$ cat src/include/toc_pkg.sv
package toc_pkg;

  // Register byte offsets on the bus
  localparam logic [7:0] REG_T0_CTRL = 8'h00;
  localparam logic [7:0] REG_T0_COUNT = 8'h04;
  localparam logic [7:0] REG_T0_CMP = 8'h08;
  localparam logic [7:0] REG_T0_STAT = 8'h0C;
  localparam logic [7:0] REG_T1_CTRL = 8'h10;
  localparam logic [7:0] REG_T1_COUNT = 8'h14;
  localparam logic [7:0] REG_T1_CMPA = 8'h18;
  localparam logic [7:0] REG_T1_CMPB = 8'h1C;
  localparam logic [7:0] REG_T1_STAT = 8'h20;

  // Control word fields
  localparam int unsigned CTL_MODE_LSB = 0;
  localparam int unsigned CTL_RUN = 2;
  localparam int unsigned CTL_OMA_LSB = 4;
  localparam int unsigned CTL_OMB_LSB = 6;
  localparam int unsigned CTL_FORCEA = 8;
  localparam int unsigned CTL_FORCEB = 9;
  localparam int unsigned CTL_SELA = 10;
  localparam int unsigned CTL_SELB = 11;

  // Status word fields
  localparam int unsigned STAT_FLAGA = 0;
  localparam int unsigned STAT_FLAGB = 1;
  localparam int unsigned STAT_STATEA = 2;
  localparam int unsigned STAT_STATEB = 3;

  // Compare output mode codes
  localparam logic [1:0] OM_PORT = 2'h0;
  localparam logic [1:0] OM_TOGGLE = 2'h1;
  localparam logic [1:0] OM_CLEAR = 2'h2;
  localparam logic [1:0] OM_SET = 2'h3;

  // Counter limits
  localparam logic [15:0] MAX_T0 = 16'h00FF;
  localparam logic [15:0] MAX_T1 = 16'hFFFF;

  // Waveform modes; bit 1 marks the PWM modes
  typedef enum logic [1:0] {
    MD_NORMAL = 2'h0,
    MD_CTC = 2'h1,
    MD_PHASE = 2'h2,
    MD_FAST = 2'h3
  } toc_mode_t;

  // Values after reset
  localparam toc_mode_t RST_MODE = MD_NORMAL;
  localparam logic [1:0] RST_OM = OM_PORT;
  localparam logic RST_STATE = 1'b0;

  // Captured bus address phase
  typedef struct packed {
    logic valid;
    logic write;
    logic in_range;
    logic [7:0] addr;
  } toc_ahb_ap_t;

  // Per-channel control bundle
  typedef struct packed {
    logic pwm;
    logic [1:0] out_mode;
    logic force_cmp;
  } toc_chan_ctl_t;

  // Counter step result
  typedef struct packed {
    logic down;
    logic upd;
    logic [15:0] cnt;
  } toc_step_t;

endpackage

$ cat src/hw/toc_top.sv
// Behaviour
// - PWM modes buffer compare; others bypass it
// - Buffered value loads only at top/bottom
// - Compare writes go to buffer or active
// - Force strobe acts as a compare match, outside PWM modes only
// - Force sets no flag, touches no counter
// - Alternate pins follow state only when selected
// - Counter write blocks next cycle's matches
// - Written top is skipped; counter runs to max
// - Mode changes keep the output state
// - Output mode bits act immediately, unbuffered
// - Mode bits pick match action and pin source
// - Output state is a register apart from pin
// - Reset clears output states to zero
// - Genuine match sets the match flag
//
// Implementation choices: the AHB-Lite interface to the registers and the address map.
module toc_top (
  input wire logic hclk,
  input wire logic hresetn,
  input wire logic hsel,
  input wire logic [31:0] haddr,
  input wire logic [1:0] htrans,
  input wire logic hwrite,
  input wire logic [2:0] hsize,
  input wire logic [31:0] hwdata,
  input wire logic hready,
  output logic hreadyout,
  output logic hresp,
  output logic [31:0] hrdata,
  input wire logic port_level_t0,
  input wire logic [1:0] port_level_t1,
  output logic out_pin_t0,
  output logic [1:0] alt_out_pins_t1,
  output logic override_t0,
  output logic [1:0] override_t1
);

  // Bus state
  toc_pkg::toc_ahb_ap_t ap_q, ap_d; // Address phase held for the data phase
  logic [31:0] hrdata_q, hrdata_d; // Read data, loaded at the address phase

  // Timer 0 state
  toc_pkg::toc_mode_t mode_t0_q, mode_t0_d;
  logic run_t0_q, run_t0_d;
  logic [1:0] out_mode_bits_t0_q, out_mode_bits_t0_d;
  logic [7:0] counter_t0_q, counter_t0_d;
  logic down_t0_q, down_t0_d; // Counting downward in phase mode
  logic blk_t0_q, blk_t0_d; // Match block after counter write
  logic match_flag_t0_q, match_flag_t0_d;

  // Timer 1 state
  toc_pkg::toc_mode_t mode_t1_q, mode_t1_d;
  logic run_t1_q, run_t1_d;
  logic [1:0][1:0] out_mode_bits_t1_q, out_mode_bits_t1_d;
  logic [1:0] pin_select_bit_q, pin_select_bit_d;
  logic [15:0] counter_t1_q, counter_t1_d;
  logic down_t1_q, down_t1_d;
  logic blk_t1_q, blk_t1_d;
  logic [1:0] match_flags_t1_q, match_flags_t1_d;

  // Pin stage
  logic pin_t0_q, pin_t0_d;
  logic [1:0] pin_t1_q, pin_t1_d;
  logic ovr_t0_q, ovr_t0_d;
  logic [1:0] ovr_t1_q, ovr_t1_d;

  // Write strobes for the data phase
  logic wr;
  logic we_ctrl0, we_cnt0, we_cmp0, we_stat0;
  logic we_ctrl1, we_cnt1, we_cmpa, we_cmpb, we_stat1;
  logic force_compare_t0;
  logic [1:0] force_compare_t1;

  // Channel results
  logic [7:0] act_t0;
  logic [15:0] act_t1a, act_t1b;
  logic match_t0, match_t1a, match_t1b;
  logic out_state_t0;
  logic [1:0] out_state_t1;
  toc_pkg::toc_step_t step_t0, step_t1;
  toc_pkg::toc_chan_ctl_t ctl_t0, ctl_t1a, ctl_t1b;

  // One counter step, shared by both timers
  function automatic toc_pkg::toc_step_t count_step(
    input logic [15:0] cnt, input logic [15:0] top, input logic [15:0] maxv,
    input logic down, input toc_pkg::toc_mode_t mode, input logic top_ok);
    toc_pkg::toc_step_t s;
    logic hit;
    s.down = 1'b0;
    s.upd = 1'b0;
    s.cnt = cnt + 16'h0001;
    hit = top_ok && (cnt == top);
    if (mode == toc_pkg::MD_PHASE) begin
      if (down && cnt == 16'h0000) begin
        s.upd = 1'b1; // Turn at bottom, load buffer
      end else if (down || hit || cnt == maxv) begin
        s.down = 1'b1;
        s.cnt = cnt - 16'h0001;
      end
    end else if ((hit && mode != toc_pkg::MD_NORMAL) || cnt == maxv) begin
      s.cnt = 16'h0000;
      s.upd = (mode == toc_pkg::MD_FAST); // Load buffer at top
    end
    return s;
  endfunction

  // Address phase capture and register address decode
  always_comb begin
    ap_d.valid = hsel && htrans[1] && hready;
    ap_d.write = hwrite;
    ap_d.in_range = (haddr[31:8] == 24'h000000);
    ap_d.addr = haddr[7:0];
    wr = ap_q.valid && ap_q.write && ap_q.in_range;
    we_ctrl0 = 1'b0;
    we_cnt0 = 1'b0;
    we_cmp0 = 1'b0;
    we_stat0 = 1'b0;
    we_ctrl1 = 1'b0;
    we_cnt1 = 1'b0;
    we_cmpa = 1'b0;
    we_cmpb = 1'b0;
    we_stat1 = 1'b0;
    if (!wr) begin
      we_ctrl0 = 1'b0; // No write this cycle
    end else if (ap_q.addr == toc_pkg::REG_T0_CTRL) begin
      we_ctrl0 = 1'b1;
    end else if (ap_q.addr == toc_pkg::REG_T0_COUNT) begin
      we_cnt0 = 1'b1;
    end else if (ap_q.addr == toc_pkg::REG_T0_CMP) begin
      we_cmp0 = 1'b1;
    end else if (ap_q.addr == toc_pkg::REG_T0_STAT) begin
      we_stat0 = 1'b1;
    end else if (ap_q.addr == toc_pkg::REG_T1_CTRL) begin
      we_ctrl1 = 1'b1;
    end else if (ap_q.addr == toc_pkg::REG_T1_COUNT) begin
      we_cnt1 = 1'b1;
    end else if (ap_q.addr == toc_pkg::REG_T1_CMPA) begin
      we_cmpa = 1'b1;
    end else if (ap_q.addr == toc_pkg::REG_T1_CMPB) begin
      we_cmpb = 1'b1;
    end else if (ap_q.addr == toc_pkg::REG_T1_STAT) begin
      we_stat1 = 1'b1;
    end
    // Force bits are strobes, never stored
    force_compare_t0 = we_ctrl0 && hwdata[toc_pkg::CTL_FORCEA];
    force_compare_t1[0] = we_ctrl1 && hwdata[toc_pkg::CTL_FORCEA];
    force_compare_t1[1] = we_ctrl1 && hwdata[toc_pkg::CTL_FORCEB];
  end

  // Read data for the address now in its address phase
  always_comb begin
    hrdata_d = hrdata_q;
    if (ap_d.valid && !ap_d.write) begin
      hrdata_d = 32'h00000000; // Unmapped reads give zero
      if (!ap_d.in_range) begin
        hrdata_d = 32'h00000000;
      end else if (ap_d.addr == toc_pkg::REG_T0_CTRL) begin
        hrdata_d[1:0] = mode_t0_q;
        hrdata_d[toc_pkg::CTL_RUN] = run_t0_q;
        hrdata_d[toc_pkg::CTL_OMA_LSB +: 2] = out_mode_bits_t0_q;
      end else if (ap_d.addr == toc_pkg::REG_T0_COUNT) begin
        hrdata_d[7:0] = counter_t0_q;
      end else if (ap_d.addr == toc_pkg::REG_T0_CMP) begin
        hrdata_d[7:0] = act_t0;
      end else if (ap_d.addr == toc_pkg::REG_T0_STAT) begin
        hrdata_d[toc_pkg::STAT_FLAGA] = match_flag_t0_q;
        hrdata_d[toc_pkg::STAT_STATEA] = out_state_t0;
      end else if (ap_d.addr == toc_pkg::REG_T1_CTRL) begin
        hrdata_d[1:0] = mode_t1_q;
        hrdata_d[toc_pkg::CTL_RUN] = run_t1_q;
        hrdata_d[toc_pkg::CTL_OMA_LSB +: 2] = out_mode_bits_t1_q[0];
        hrdata_d[toc_pkg::CTL_OMB_LSB +: 2] = out_mode_bits_t1_q[1];
        hrdata_d[toc_pkg::CTL_SELA] = pin_select_bit_q[0];
        hrdata_d[toc_pkg::CTL_SELB] = pin_select_bit_q[1];
      end else if (ap_d.addr == toc_pkg::REG_T1_COUNT) begin
        hrdata_d[15:0] = counter_t1_q;
      end else if (ap_d.addr == toc_pkg::REG_T1_CMPA) begin
        hrdata_d[15:0] = act_t1a;
      end else if (ap_d.addr == toc_pkg::REG_T1_CMPB) begin
        hrdata_d[15:0] = act_t1b;
      end else if (ap_d.addr == toc_pkg::REG_T1_STAT) begin
        hrdata_d[toc_pkg::STAT_FLAGB:toc_pkg::STAT_FLAGA] = match_flags_t1_q;
        hrdata_d[toc_pkg::STAT_STATEB:toc_pkg::STAT_STATEA] = out_state_t1;
      end
    end
  end

  // Control registers; mode bits take effect at once
  always_comb begin
    mode_t0_d = mode_t0_q;
    run_t0_d = run_t0_q;
    out_mode_bits_t0_d = out_mode_bits_t0_q;
    mode_t1_d = mode_t1_q;
    run_t1_d = run_t1_q;
    out_mode_bits_t1_d = out_mode_bits_t1_q;
    pin_select_bit_d = pin_select_bit_q;
    if (we_ctrl0) begin
      mode_t0_d = toc_pkg::toc_mode_t'(hwdata[1:0]);
      run_t0_d = hwdata[toc_pkg::CTL_RUN];
      out_mode_bits_t0_d = hwdata[toc_pkg::CTL_OMA_LSB +: 2];
    end
    if (we_ctrl1) begin
      mode_t1_d = toc_pkg::toc_mode_t'(hwdata[1:0]);
      run_t1_d = hwdata[toc_pkg::CTL_RUN];
      out_mode_bits_t1_d[0] = hwdata[toc_pkg::CTL_OMA_LSB +: 2];
      out_mode_bits_t1_d[1] = hwdata[toc_pkg::CTL_OMB_LSB +: 2];
      pin_select_bit_d[0] = hwdata[toc_pkg::CTL_SELA];
      pin_select_bit_d[1] = hwdata[toc_pkg::CTL_SELB];
    end
  end

  // Counters; a software write wins and blocks the next cycle
  always_comb begin
    step_t0 = count_step({8'h00, counter_t0_q}, {8'h00, act_t0}, toc_pkg::MAX_T0,
      down_t0_q, mode_t0_q, !blk_t0_q);
    step_t1 = count_step(counter_t1_q, act_t1a, toc_pkg::MAX_T1,
      down_t1_q, mode_t1_q, !blk_t1_q);
    counter_t0_d = counter_t0_q;
    down_t0_d = down_t0_q;
    counter_t1_d = counter_t1_q;
    down_t1_d = down_t1_q;
    if (we_cnt0) begin
      counter_t0_d = hwdata[7:0];
    end else if (run_t0_q) begin
      counter_t0_d = step_t0.cnt[7:0];
      down_t0_d = step_t0.down;
    end
    if (we_cnt1) begin
      counter_t1_d = hwdata[15:0];
    end else if (run_t1_q) begin
      counter_t1_d = step_t1.cnt;
      down_t1_d = step_t1.down;
    end
    blk_t0_d = we_cnt0;
    blk_t1_d = we_cnt1;
  end

  // Match flags: hardware set beats a write-one clear
  always_comb begin
    match_flag_t0_d = match_flag_t0_q;
    match_flags_t1_d = match_flags_t1_q;
    if (we_stat0 && hwdata[toc_pkg::STAT_FLAGA]) begin
      match_flag_t0_d = 1'b0;
    end
    if (we_stat1) begin
      match_flags_t1_d = match_flags_t1_q &
        ~hwdata[toc_pkg::STAT_FLAGB:toc_pkg::STAT_FLAGA];
    end
    if (match_t0) begin
      match_flag_t0_d = 1'b1;
    end
    if (match_t1a) begin
      match_flags_t1_d[0] = 1'b1;
    end
    if (match_t1b) begin
      match_flags_t1_d[1] = 1'b1;
    end
  end

  // Pin source selection through the override path
  always_comb begin
    ovr_t0_d = (out_mode_bits_t0_q != toc_pkg::OM_PORT);
    pin_t0_d = ovr_t0_d ? out_state_t0 : port_level_t0;
    for (int i = 0; i < 2; i++) begin
      ovr_t1_d[i] = (out_mode_bits_t1_q[i] != toc_pkg::OM_PORT) && pin_select_bit_q[i];
      pin_t1_d[i] = ovr_t1_d[i] ? out_state_t1[i] : port_level_t1[i];
    end
  end

  // Channel control bundles; a control write already governs its own force strobe
  always_comb begin
    ctl_t0.pwm = mode_t0_d[1];
    ctl_t0.out_mode = out_mode_bits_t0_d;
    ctl_t0.force_cmp = force_compare_t0;
    ctl_t1a.pwm = mode_t1_d[1];
    ctl_t1a.out_mode = out_mode_bits_t1_d[0];
    ctl_t1a.force_cmp = force_compare_t1[0];
    ctl_t1b.pwm = mode_t1_d[1];
    ctl_t1b.out_mode = out_mode_bits_t1_d[1];
    ctl_t1b.force_cmp = force_compare_t1[1];
  end

  toc_chan #(.W(8)) u_chan_t0 (
    .hclk(hclk), .hresetn(hresetn), .ctl(ctl_t0), .cmp_wr(we_cmp0),
    .cmp_wdata(hwdata[7:0]), .count(counter_t0_q), .running(run_t0_q),
    .block(blk_t0_q), .update_evt(run_t0_q && step_t0.upd),
    .active(act_t0), .match(match_t0), .state(out_state_t0));

  toc_chan #(.W(16)) u_chan_t1a (
    .hclk(hclk), .hresetn(hresetn), .ctl(ctl_t1a), .cmp_wr(we_cmpa),
    .cmp_wdata(hwdata[15:0]), .count(counter_t1_q), .running(run_t1_q),
    .block(blk_t1_q), .update_evt(run_t1_q && step_t1.upd),
    .active(act_t1a), .match(match_t1a), .state(out_state_t1[0]));

  toc_chan #(.W(16)) u_chan_t1b (
    .hclk(hclk), .hresetn(hresetn), .ctl(ctl_t1b), .cmp_wr(we_cmpb),
    .cmp_wdata(hwdata[15:0]), .count(counter_t1_q), .running(run_t1_q),
    .block(blk_t1_q), .update_evt(run_t1_q && step_t1.upd),
    .active(act_t1b), .match(match_t1b), .state(out_state_t1[1]));

  // All registers of the top
  always_ff @(posedge hclk or negedge hresetn) begin
    if (!hresetn) begin
      ap_q <= '0;
      hrdata_q <= 32'h00000000;
      mode_t0_q <= toc_pkg::RST_MODE;
      run_t0_q <= 1'b0;
      out_mode_bits_t0_q <= toc_pkg::RST_OM;
      counter_t0_q <= 8'h00;
      down_t0_q <= 1'b0;
      blk_t0_q <= 1'b0;
      match_flag_t0_q <= 1'b0;
      mode_t1_q <= toc_pkg::RST_MODE;
      run_t1_q <= 1'b0;
      out_mode_bits_t1_q <= {toc_pkg::RST_OM, toc_pkg::RST_OM};
      pin_select_bit_q <= 2'h0;
      counter_t1_q <= 16'h0000;
      down_t1_q <= 1'b0;
      blk_t1_q <= 1'b0;
      match_flags_t1_q <= 2'h0;
      pin_t0_q <= 1'b0;
      pin_t1_q <= 2'h0;
      ovr_t0_q <= 1'b0;
      ovr_t1_q <= 2'h0;
    end else begin
      ap_q <= ap_d;
      hrdata_q <= hrdata_d;
      mode_t0_q <= mode_t0_d;
      run_t0_q <= run_t0_d;
      out_mode_bits_t0_q <= out_mode_bits_t0_d;
      counter_t0_q <= counter_t0_d;
      down_t0_q <= down_t0_d;
      blk_t0_q <= blk_t0_d;
      match_flag_t0_q <= match_flag_t0_d;
      mode_t1_q <= mode_t1_d;
      run_t1_q <= run_t1_d;
      out_mode_bits_t1_q <= out_mode_bits_t1_d;
      pin_select_bit_q <= pin_select_bit_d;
      counter_t1_q <= counter_t1_d;
      down_t1_q <= down_t1_d;
      blk_t1_q <= blk_t1_d;
      match_flags_t1_q <= match_flags_t1_d;
      pin_t0_q <= pin_t0_d;
      pin_t1_q <= pin_t1_d;
      ovr_t0_q <= ovr_t0_d;
      ovr_t1_q <= ovr_t1_d;
    end
  end

  // Outputs; the slave never inserts wait states
  assign hreadyout = 1'b1;
  assign hresp = 1'b0;
  assign hrdata = hrdata_q;
  assign out_pin_t0 = pin_t0_q;
  assign alt_out_pins_t1 = pin_t1_q;
  assign override_t0 = ovr_t0_q;
  assign override_t1 = ovr_t1_q;
endmodule // toc_top

$ cat src/hw/toc_chan.sv
// One output compare channel: buffer, active compare, match and output state
module toc_chan #(
  parameter int W = 16
) (
  input wire logic hclk,
  input wire logic hresetn,
  input wire toc_pkg::toc_chan_ctl_t ctl,
  input wire logic cmp_wr,
  input wire logic [W-1:0] cmp_wdata,
  input wire logic [W-1:0] count,
  input wire logic running,
  input wire logic block,
  input wire logic update_evt,
  output logic [W-1:0] active,
  output logic match,
  output logic state
);

  logic [W-1:0] buf_q, buf_d; // Software side buffer
  logic [W-1:0] act_q, act_d; // Value the comparator uses
  logic state_q, state_d; // Internal output compare state
  logic fire; // Real or forced match

  // Next values of buffer, active compare and state
  always_comb begin
    buf_d = buf_q;
    act_d = act_q;
    state_d = state_q;
    match = running && !block && (count == act_q);
    fire = match || (ctl.force_cmp && !ctl.pwm);
    if (cmp_wr) begin
      buf_d = cmp_wdata;
    end
    if (cmp_wr && !ctl.pwm) begin
      act_d = cmp_wdata;
    end else if (ctl.pwm && update_evt) begin
      act_d = buf_q;
    end
    // Mode bits act on the state at each match, never on a mode change
    if (fire) begin
      case (ctl.out_mode)
        toc_pkg::OM_TOGGLE: state_d = !state_q;
        toc_pkg::OM_CLEAR: state_d = 1'b0;
        toc_pkg::OM_SET: state_d = 1'b1;
        default: state_d = state_q;
      endcase
    end
  end

  // Register stage
  always_ff @(posedge hclk or negedge hresetn) begin
    if (!hresetn) begin
      buf_q <= '0;
      act_q <= '0;
      state_q <= toc_pkg::RST_STATE;
    end else begin
      buf_q <= buf_d;
      act_q <= act_d;
      state_q <= state_d;
    end
  end

  assign active = act_q;
  assign state = state_q;
endmodule // toc_chan

$ cat config.mk
export PLATFORM = sky130hd
export DESIGN_NAME = toc_top
export DESIGN_NICKNAME = d
export VERILOG_FILES = /design/src/include/toc_pkg.sv /design/src/hw/toc_top.sv /design/src/hw/toc_chan.sv
export SDC_FILE = /design/constraint.sdc
export NUM_CORES = 1
export LEC_CHECK = 0
export ABC_AREA = 1
export BUFFER_PORTS_ARGS = -buffer_cell sky130_fd_sc_hd__buf_2
export CAP_MARGIN = 20
export CORE_UTILIZATION = 60
export DETAILED_ROUTE_END_ITERATION = 10
export PLACE_DENSITY = 0.93
export REMOVE_ABC_BUFFERS = 1
export SETUP_SLACK_MARGIN = 0.2
export SLEW_MARGIN = 20
export SYNTH_ARGS = -nofsm -noshare
export SYNTH_HDL_FRONTEND = slang
export SYNTH_HIERARCHICAL = 1
export SYNTH_SLANG_ARGS = --single-unit
$ cat constraint.sdc
create_clock -name hclk -period 5.6 [get_ports hclk]
set_clock_uncertainty 0.05 [all_clocks]
set_input_delay 0.56 -clock hclk [delete_from_list [all_inputs] [get_ports hclk]]
set_output_delay 0.56 -clock hclk [all_outputs]
set_load 0.05 [all_outputs]
# --- After elaboration in Yosys (flattened, before gate mapping) ---
# Index checks and enable logic that the tools add are counted.
word_totals:
  register_bits: 161
  input_bits: 77
  output_inout_bits: 40
  wordCells: 273
op_classes:
  n_addsub: 4
  eq_ne: 34
  muxes: 119
  bitwise: 4
  n_reduce_logical: 75
ops:
  columns: ["operator", "count"]
  rows:
  - ["16-bit 2-to-1 mux", 13]
  - ["1-bit 2-to-1 mux", 74]
  - ["17-bit 2-to-1 mux", 4]
  - ["8-bit by 5-bit equality test with 1-bit output (second input constant)", 8]
  - ["8-bit 2-to-1 mux", 8]
  - ["16-bit equality test", 2]
  - ["8-bit by 4-bit equality test with 1-bit output (second input constant)", 4]
  - ["1-bit logical AND", 32]
  - ["2-bit nonzero test", 13]
  - ["24-bit zero test", 1]
  - ["8-bit zero test", 3]
  - ["2-bit equality test (second input constant)", 10]
  - ["4-bit 2-to-1 mux", 5]
  - ["16-bit by 1-bit adder with 16-bit output (second input constant)", 1]
  - ["16-bit equality test (second input constant)", 1]
  - ["8-bit by 3-bit equality test with 1-bit output (second input constant)", 2]
  - ["8-bit by 6-bit equality test with 1-bit output (second input constant)", 2]
  - ["16-bit zero test", 1]
  - ["16-bit by 1-bit subtractor with 16-bit output (second input constant)", 1]
  - ["2-bit 2-to-1 mux", 7]
  - ["13-bit 2-to-1 mux", 1]
  - ["12-bit 2-to-1 mux", 1]
  - ["10-bit 2-to-1 mux", 1]
  - ["2-bit AND reduction", 5]
  - ["13 further kinds", 36]

# --- Longest topological paths before layout ---
# Gate-level depths: netlist of run 1.
logic_depth:
  ltp_word: 13
  mapped_depth: 17
  mapped_depth_nobuf: 15

# --- Modules after synthesis ---
# Netlist of run 1, hierarchy kept.
modules_own_cells:
  columns: ["mod", "instances", "cells_per_inst", "area_each_um2", "seq_area_each_um2"]
  rows:
  - ["toc_top", 1, 854, 5711.7, 1951.9]
  - ["toc_chan at u_chan_t1a ...", 2, 258, 1838.0, 825.8]
  - ["toc_chan at u_chan_t0", 1, 131, 915.9, 425.4]

# --- Worst setup path after synthesis of run 1 ---
# Ideal clock, no wire load.
synth_timing:
  path_kind: "reg2reg"
  start: "register ap_q[7] (netlist bit)"
  end: "register u_chan_t1a.act_q[8] (netlist: u_chan_t1a/active[8])"
  setup_ns: 0.130
  arrival_time_ns: 2.174
  t_required_ns: 5.420
  setup_slack_ns: 3.246
  stages_incl_launch_ff: 16
  n_path_buf: 2
  period_less_slack_ns: 2.354
  cell_sequence: "dfrtp_1 -> or2_1 -> inv_1 -> nand2_1 -> nor2_1 -> nor2_1 -> nand2_1 -> clkbuf_1 -> nand2_1 -> o21ai_0 -> inv_1 -> nand2_4 -> nand2_4 -> buf_2 -> o211ai_1 -> o21ai_0"
synth_lines:
  columns: ["element", "line_no", "source"]
  rows:
  - ["start: declaration", "toc_top.sv:40", "toc_pkg::toc_ahb_ap_t ap_q, ap_d;"]
  - ["start signal: assignment", "toc_top.sv:327", "ap_q <= ap_d;"]
  - ["end signal: assignment", "toc_chan.sv:58", "act_q <= act_d;"]
  - ["end: declaration", "toc_chan.sv:20", "logic [W-1:0] act_q, act_d;"]

==> impl_metrics.yaml, run 1 <==
power:
  comb_power_share_pct: 4.6
  seqPwrFrac_pct: 48.9
  p_int_mw: 1.78
  leakage_nw: 6.02
  clockPowerShare_pct: 46.5
  irDropWorstVdd_mv: 0.219
  power_mw: 2.39
  switchingPower_mw: 0.605
  powerDensity_nw_per_um2: 211
  sw_frac_of_total_pct: 25.3
clocking:
  clock_latency_ns: 0.44
  postCtsHoldBufs: 0
  cts_tree: "built"
  clockBufferDepth: 2
  htreeDepth: 4
  cts_setup_buffers: 0
  root_buffer: "clkbuf_16"
  cts.clk_slew.worst_paths_ns: 0.06
  cts.sinks: 161
  cts_buffers: 17
  cts_resized: 0
detailed_routing:
  drc_errors: 0
  ant_nets: 0
  drtPass1Iterations: 5
  wl_um: 30300
  first_iter_violations: 1269
  viasPerCell: 5.81
  wire_per_inst_um: 16.9
  vias: 10439
synth:
  synth_area_um2: 10300
  yosysSeqAreaShare_pct: 39.1
  ys_warn_count: 6
  syn_inst: 1501
  synth_top_cell_by_area: "dfrtp_1"
  async_flop_share_pct: 100
  synth_area_per_cell_um2: 6.86
  ys_top_cells_by_area: "dfrtp_1, nand2_1, inv_1"
  synth_edf_count: 0
  synth_top_area_share_pct: 39.1
  ys_types: 45
  ys_seq_elements: 161
  synthFlopType: "dfrtp_1"
timing:
  relSlewSlack_pct: 28.0
  setup_viol: 0
  hold_viol: 0
  tightest_slew_ns: 1.07
  slew_viol_final: 0
  rsz0062_at_grt: "false"
  tns_ns: 0
  min_period_ns: 3.55
  fmax_mhz: 282
  fin_crit_sh_pct: 63.4
setup_path:
  critPathMaxFanout: 26
  slowest_delay_ns: 0.66
  crit_arrival_ns: 3.80
  cp_cell_sequence: "or2_1 > inv_1 > nand2_1 > nor2_1 > nor2_1 > nand2_1 > o21ai_0 > inv_1 > nand2_4 > nand2_4 > inv_1 > o21ai_0"
  start_kind: "flop"
  end_kind: "flop"
  cp_common_cell: "inv_1"
  crit_family: "simple AND/OR/NAND/NOR gates"
  slowest_stage: "o21ai_0"
  path_class: "reg2reg"
  required_ns: 5.85
  cp_num_buf_inv: 3
floorplan:
  fp.dieW_um: 133
  rows: 47
  start_util_pct: 61.7
  die_area_um2: 17700
  io_pins: 117
  die_h_um: 133
  core_um2: 16700
global_routing:
  grt_usage_pct: 35.1
  grt_max_degree: 119
  grt_pass1_wl_um: 48200
  overflow: 0
  antenna_found_initial: 0
  grt_pass1_vias: 9527
place:
  place_congestion: 1.01
  port_buffers: 78
  dpl.hpwl_um: 22100
cells_and_area:
  synthToLayoutAreaGrowth_pct: 9.67
  drive_above_1_share_pct: 10.9
  fillCellCount: 1425
  final_nets: 1646
  n_antenna_cell: 0
job:
  maxCapViolations: 0
status:
  outcome: "completed"
worst_hold_path:
  hold_path_class: "in2reg"
metal layers:
metal  GRT usage (%)  wire length (um)  vias to the layer above
li1                -                 -                     4871
met1            49.0             12300                     4769
met2            52.2             13100                      697
met3            6.93              3640                      102
met4            16.7              1270                        0
met5               0                 0                        -
path summary, 6_finish.rpt:
path / from / end / slack [ns] / cells past startpoint
setup / recovery: ap_q[7]$_DFF_PN0_ / u_chan_t1a/active[1]$_DFFE_PN0P_ / 2.05 / 12
hold / removal: haddr[7] / ap_q[7]$_DFF_PN0_ / 0.19 / 1
setup reg to reg: ap_q[7]$_DFF_PN0_ / u_chan_t1a/active[1]$_DFFE_PN0P_ / 2.05 / 12
hold reg to reg: hrdata[11]$_DFFE_PN0P_ / hrdata[11]$_DFFE_PN0P_ / 0.43 / 2
max in group asynchronous: hresetn / counter_t1_q[10]$_DFFE_PN0P_ / 4.16 / 2
min in group asynchronous: hresetn / counter_t0_q[6]$_DFFE_PN0P_ / 0.20 / 1
cells in the mapped netlist, types with 7 or more instances:
cell      count
a221oi_1      7
buf_2        25
o211ai_1      8
clkbuf_1      7
xor2_1       33
o21ai_1      23
o21ai_0     140
buf_4        21
o22ai_1      25
inv_2        23
nand4_1      25
inv_1       213
a21oi_1      30
nor3_1       29
mux2_2        9
nand3_1      87
nor2_1      128
nand2_1     443
dfrtp_1     161
logic make-up after synthesis:
group,synth area share [%]
compound gates,13.1
mux,0.984
buf+inv,11.9
flops,39.1
other cells,0.0729
fa+ha+maj,0.729
simple gates,30.8
xor+xnor,3.32
layout by cell type (no fill, tap or decap), types with 5 or more instances in the layout:
cell type | netlist | layout
nor3_1 | 29 | 27
inv_1 | 213 | 213
ha_1 | 6 | 6
nand4_1 | 25 | 25
o21ai_1 | 23 | 23
o211ai_1 | 8 | 8
o21ai_0 | 140 | 140
nand2_1 | 443 | 443
xor2_1 | 33 | 33
nand2_2 | 6 | 6
dfrtp_1 | 161 | 161
inv_6 | 0 | 6
conb_1 | 2 | 18
a21oi_1 | 30 | 30
nand3_1 | 87 | 87
inv_2 | 23 | 23
a221oi_1 | 7 | 7
nor2_1 | 128 | 128
nand3b_1 | 6 | 6
nor3_2 | 3 | 5
xnor2_1 | 6 | 6
mux2_2 | 9 | 9
buf_2 | 25 | 77
o22ai_1 | 25 | 25
clkbuf_16 | 0 | 17
per-stage QoR:
| step | setup slack [ns] | utilization, % | instance area, um2 | std cells | hold slack, ns |
|---|---|---|---|---|---|
| after global routing | 1.81 | 67.7 | 11300 | 1796 | 0.197 |
| after global placement | 2.39 | 64.3 | 10700 | 1764 | 0.410 |
| after floorplan | 2.11 | - | 10000 | 1462 | 0.214 |
| after detailed placement | 2.22 | 64.3 | 10700 | 1764 | 0.415 |
| after CTS | 2.16 | 67.6 | 11300 | 1796 | 0.194 |
| final | 2.05 | 67.7 | 11300 | 1796 | 0.194 |
flip-flops by register name, indices dropped and copies added (netlist names), 4 cells and up:
register and count:
ap_q 11, counter_t0_q 8, counter_t1_q 16, hrdata 16
out_mode_bits_t1_q 4, u_chan_t0/active 8, u_chan_t0/buf_q 8, u_chan_t1a/active 16
u_chan_t1a/buf_q 16, u_chan_t1b/active 16, u_chan_t1b/buf_q 16
layout make-up:
type	instances	area [um2]	area share [%]
multi-input combinational	1063	5120	45.3
tap	220	275	2.44
sequential	161	4030	35.7
clock buffer	20	457	4.04
timing repair buffer	82	429	3.80
inverter	238	895	7.92
clock inverter	12	96.3	0.853
power groups by stage:
stage,sequential (mW),combinational [mW],clock [mW]
after floorplan,1.19,0.0418,0
after global placement,1.19,0.107,0
after detailed placement,1.19,0.109,0
after CTS,1.17,0.109,1.11
after global routing,1.17,0.118,1.16
final,1.17,0.110,1.11
Note: power is estimated with default switching activity, not from simulation.
==> inputs of run 2 (changes only) <==
- CORE_UTILIZATION: 60 -> 54
- PLACE_DENSITY: 0.93 -> 0.88
- clock period: 5.6 -> 3.17 ns (I/O delays scaled with it)
==> impl_metrics.yaml, run 2 (synthesized netlist as in run 1, its figures left out) <==
cells_and_area:
  multi_input_area_um2: 5130
  final_cell_mix: "nand2_1, inv_1, dfrtp_1, o21ai_0, nor2_1"
  layout_commonest_cell: "nand2_1"
  drive_above_1_share_pct: 11.7
  fillCellCount: 1629
  synthToLayoutAreaGrowth_pct: 12.1
  fin_cells: 1830
  utilization_pct: 61.7
  regArea_um2: 4030
  n_antenna_cell: 0
  final_nets: 1666
clocking:
  cts_setup_buffers: 0
  clockBufferDepth: 2
  clock_latency_ns: 0.43
  htreeDepth: 4
  cts.clk_slew.worst_paths_ns: 0.07
  root_buffer: "clkbuf_16"
  cts.sinks: 161
  cts_buffers: 17
  cts_tree: "built"
place:
  port_buffers: 78
  place_congestion: 1.01
  dpl.hpwl_um: 22700
  post-place-cells: 1788
global_routing:
  grt_usage_pct: 31.7
  overflow: 0
  grt_pass1_vias: 9271
  top_usage_layer: "met2"
  grt_max_degree: 63
  antenna_found_initial: 0
  met3_usage_pct: 5.54
  grt_use_met1_pct: 45.2
  use_met2_pct: 48.0
  grt_pass1_wl_um: 48500
power:
  clockPowerShare_pct: 48.0
  switchingPower_mw: 1.09
  seqPwrFrac_pct: 47.3
  irDropWorstVdd_mv: 0.362
  p_int_mw: 3.28
  leakage_nw: 6.11
  comb_power_share_pct: 4.7
  powerDensity_nw_per_um2: 378
  sw_frac_of_total_pct: 24.9
setup_path:
  critPathMaxFanout: 18
  r2r_end: "u_chan_t1a/active[1]$_DFFE_PN0P_"
  reg2reg_slack_ns: 0.38
  setup.worst_path.start: "counter_t1_q[1]$_DFFE_PN0P_"
  path_class: "reg2reg"
  required_ns: 3.43
  critPathCapture: "u_chan_t1a/active[1]$_DFFE_PN0P_"
  crit_arrival_ns: 3.05
  start_kind: "flop"
  end_kind: "flop"
  r2r_start: "counter_t1_q[1]$_DFFE_PN0P_"
  rr_worst_depth: 14
status:
  violations: "design-rule violations"
  outcome: "finished with violations"
job:
  maxCapViolations: 0
timing:
  fin_crit_sh_pct: 88.1
  setup_viol: 0
  min_period_ns: 2.79
  tightest_slew_ns: 0.684
  rsz0062_at_grt: "false"
  tns_ns: 0
  hold_viol: 0
  fmax_mhz: 358
  slew_viol_final: 0
  holdWs_ns: 0.0240
  relSlewSlack_pct: 54.1
floorplan:
  rows: 50
  core_um2: 18700
  die_area_um2: 19600
  start_util_pct: 55.1
  fp.dieW_um: 140
  io_pins: 117
  die_h_um: 140
detailed_routing:
  wire_per_inst_um: 16.8
  drc_errors: 1
  drtPass1Iterations: 9
  ant_nets: 0
  wl_um: 30800
  first_iter_violations: 1365
  vias: 10484
  viasPerCell: 5.73
worst_hold_path:
  hold_path.startpoint: "haddr[4]"
  hold_path_class: "in2reg"
[run 2: changes by cell type in the layout (fill, tap and decap cells not counted), moves of 2 or more]
cell / before / now
buf_4: 4 / 13
dlygate4sd3_1: 0 / 8
clkbuf_8: 3 / 0
clkinv_2: 2 / 5
clkinvlp_4: 4 / 7
bufinv_16: 0 / 2
inv_1: 213 / 211
inv_6: 6 / 4
o21ai_0: 140 / 138
[run 2: worst min-delay path by stage]
stage / end / cells after the start
2_1_floorplan: alt_out_pins_t1[0]$_DFF_PN0_ / 0
3_3_place_gp: counter_t1_q[14]$_DFFE_PN0P_ / 1
3_5_place_dp: counter_t1_q[12]$_DFFE_PN0P_ / 1
4_1_cts: ap_q[4]$_DFF_PN0_ / 1
5_1_grt: ap_q[4]$_DFF_PN0_ / 1
6_report: ap_q[4]$_DFF_PN0_ / 1
[run 2: cell type report]
| cell class | count | area share [%] |
|---|---|---|
| repair inverters | 2 | 0.130 |
| inverters | 238 | 7.81 |
| multi-input cells | 1063 | 44.4 |
| clock buffers | 17 | 3.68 |
| repair buffers | 100 | 5.15 |
| flip-flops and latches | 161 | 34.9 |
| well taps | 234 | 2.54 |
| clock inverters | 15 | 1.37 |
[run 2: per-stage QoR]
stage	area, um2	worst slack, ns	total power [mW]
2_1_floorplan	10000	-0.318	2.18
3_3_place_gp	10800	0.270	2.29
3_5_place_dp	10800	0.127	2.30
4_1_cts	11500	0.265	4.37
5_1_grt	11500	0.203	4.48
6_report	11500	0.377	4.36
[run 2: worst max-delay path, cell delays in order (launching register included)]
cell and delay [ns]:
dfrtp_1 0.54, ha_1 0.27, nand2_2 0.09, nor2_4 0.12
nand2_2 0.10, nor3_4 0.20, nand3_2 0.14, nand3_1 0.10
nand4_1 0.12, inv_1 0.12, nand2_1 0.13, nand2_4 0.25
clkinvlp_4 0.23, nand2_1 0.12, o21ai_0 0.09
[run 2: what timing repair did]
action / 4_1_cts / 5_1_grt
resized for setup: 1 / 7
gates cloned: 0 / 2
endpoints found under the setup margin: 15 / 25
hold endpoints to repair: 67 / 0
hold buffers: 8 / 0
[run 2: routing by layer]
metal  vias to the layer above  routed length (um)
met5                         -                   0
met4                         0                1230
met3                        88                3300
met2                       656               13500
met1                      4833               12800
li1                       4907                   -
[run 2: power groups by stage]
stage | registers, mW | logic, mW | clock network, mW
2_1_floorplan | 2.10 | 0.0739 | 0
3_3_place_gp | 2.10 | 0.194 | 0
3_5_place_dp | 2.10 | 0.196 | 0
4_1_cts | 2.06 | 0.205 | 2.10
5_1_grt | 2.06 | 0.222 | 2.19
6_report | 2.06 | 0.206 | 2.09
==> inputs of run 3 (changes only) <==
- PLACE_DENSITY: 0.88 -> 0.89
- SLEW_MARGIN: 20 -> 30
- SYNTH_HIERARCHICAL: 1 -> unset
==> impl_metrics.yaml, run 3 <==
timing:
  relSlewSlack_pct: 39.1
  hold_viol: 0
  setup_viol: 0
  rsz0062_at_grt: "false"
  min_period_ns: 2.71
  fin_crit_sh_pct: 85.4
  tns_ns: 0
  tightest_slew_ns: 0.911
  fmax_mhz: 369
  slew_viol_final: 0
detailed_routing:
  drc_errors: 0
  ant_nets: 0
  vias: 9429
  drtPass1Iterations: 5
  wl_um: 29100
  viasPerCell: 5.78
  wire_per_inst_um: 17.9
  first_iter_violations: 1076
floorplan:
  fp.dieW_um: 137
  io_pins: 117
  start_util_pct: 56.0
  die_area_um2: 18700
  die_h_um: 137
  core_um2: 17500
  rows: 48
global_routing:
  use_met2_pct: 50.3
  overflow: 0
  antenna_found_initial: 0
  grt_max_degree: 74
  grt_pass1_wl_um: 46500
  grt_usage_pct: 33.3
  grt_pass1_vias: 8652
  top_usage_layer: "met2"
  grt_use_met1_pct: 47.0
  met3_usage_pct: 7.37
clocking:
  clockBufferDepth: 2
  cts_setup_buffers: 0
  cts.clk_slew.worst_paths_ns: 0.06
  cts_buffers: 17
  cts_tree: "built"
  root_buffer: "clkbuf_16"
  clock_latency_ns: 0.44
  htreeDepth: 4
  cts.sinks: 161
synth:
  ys_seq_elements: 161
  synth_area_per_cell_um2: 7.45
  synth_area_um2: 9790
  ys_types: 52
  synth_edf_count: 0
  synthFlopType: "dfrtp_1"
  synth_most_common_cell: "nand2_1"
  async_flop_share_pct: 100
  yosysSeqAreaShare_pct: 41.2
  synthTopCellsByCount: "nand2_1, dfrtp_1, inv_1"
  synth_top_cell_by_area: "dfrtp_1"
  syn_inst: 1313
  ys_top_cells_by_area: "dfrtp_1, nand2_1, inv_1"
  ys_warn_count: 0
  synth_top_area_share_pct: 41.2
worst_hold_path:
  hold_end: "ap_q[3]$_DFF_PN0_"
  hold_path.startpoint: "haddr[3]"
  hold_path_class: "in2reg"
  worstHoldPathCells: 1
setup_path:
  end_kind: "flop"
  start_kind: "input port"
  crit_arrival_ns: 2.97
  reg2reg_slack_ns: 0.51
  critPathMaxFanout: 14
  r2r_start: "ap_q[7]$_DFF_PN0_"
  r2r_end: "u_chan_t1a.active[4]$_DFFE_PN0P_"
  required_ns: 3.43
  rr_worst_depth: 11
  path_class: "in2reg"
cells_and_area:
  n_antenna_cell: 0
  synthToLayoutAreaGrowth_pct: 11.4
  finalInstanceArea_um2: 10900
  layout_commonest_cell: "nand2_1"
  fillCellCount: 1496
  final_cell_mix: "nand2_1, dfrtp_1, inv_1, nor2_1, o21ai_0"
  final_nets: 1475
  drive_above_1_share_pct: 14.2
place:
  port_buffers: 78
  place_congestion: 0.989
  place_area_um2: 10300
  dpl.hpwl_um: 21500
power:
  powerDensity_nw_per_um2: 434
  power_mw: 4.74
  irDropWorstVdd_mv: 0.370
  leakage_nw: 5.53
job:
  maxCapViolations: 0
status:
  outcome: "completed"
-- run 3: cells by family after synthesis --
| logic type | count (synthesis) | synth area share, % |
|---|---|---|
| flip-flops | 161 | 41.2 |
| AO/OA/AOI/OAI | 202 | 11.7 |
| buffers and inverters | 207 | 9.69 |
| other | 2 | 0.0767 |
| adder cells (fa/ha/maj) | 6 | 0.767 |
| XOR/XNOR | 47 | 4.21 |
| AND/OR/NAND/NOR | 687 | 32.3 |
| multiplexers | 1 | 0.115 |
-- run 3: layer usage --
layer / wire length, um / part of all wire, %
met5: 0 / 0
met4: 714 / 2.5
met3: 3260 / 11
met2: 13000 / 45
met1: 12100 / 42
-- run 3: worst max-delay path, cell delays in order --
cell           delay [ns]
dlygate4sd3_1        0.54
buf_2                0.13
nor2_1               0.25
nand3_1              0.20
nor2_1               0.44
inv_1                0.38
o211ai_1             0.35
nand3_1              0.13
o211ai_1             0.14
nand2_1              0.09
-- run 3: what timing repair did --
action                                 4_1_cts  5_1_grt
endpoints found under the hold margin       77        0
hold buffers                                 8        0
gates resized for setup                      0        0
-- run 3: layout make-up --
cell class / instances / area (um2) / share of cell area (%)
clock inverters: 12 / 81.3 / 0.746
repair buffers: 102 / 609 / 5.59
flip-flops and latches: 161 / 4030 / 36.9
clock buffers: 20 / 467 / 4.28
multi-input cells: 961 / 4870 / 44.7
well taps: 225 / 282 / 2.58
inverters: 149 / 567 / 5.20
-- run 3: metrics by stage --
| step | instances | hold slack, ns | setup WS [ns] | util, % |
|---|---|---|---|---|
| 4_1_cts | 1630 | 0.00132 | 0.541 | 62.4 |
| 3_5_place_dp | 1590 | 0.337 | 0.590 | 58.8 |
| 5_1_grt | 1630 | 0.00808 | 0.317 | 62.4 |
| 3_3_place_gp | 1590 | 0.328 | 0.645 | 58.8 |
| 6_report | 1630 | 0.00236 | 0.463 | 62.4 |
| 2_1_floorplan | 1271 | -0.0286 | 0.974 | - |
-- run 3: report_power, final --
part / total [mW] / switching [mW] / internal, mW
registers: 2.19 / 0.0818 / 2.11
clock network: 1.93 / 0.869 / 1.06
logic: 0.613 / 0.425 / 0.188
-- run 3: worst max path at each step --
stage,start,endpoint,slack [ns]
after floorplan,ap_q[1]$_DFF_PN0_,u_chan_t1a.active[1]$_DFFE_PN0P_,0.97
after global placement,ap_q[7]$_DFF_PN0_,u_chan_t1a.active[1]$_DFFE_PN0P_,0.64
after detailed placement,ap_q[7]$_DFF_PN0_,u_chan_t1a.active[4]$_DFFE_PN0P_,0.59
after CTS,ap_q[7]$_DFF_PN0_,u_chan_t1a.active[4]$_DFFE_PN0P_,0.54
after global routing,ap_q[7]$_DFF_PN0_,u_chan_t1a.active[4]$_DFFE_PN0P_,0.32
final,haddr[7],hrdata[7]$_DFFE_PN0P_,0.46
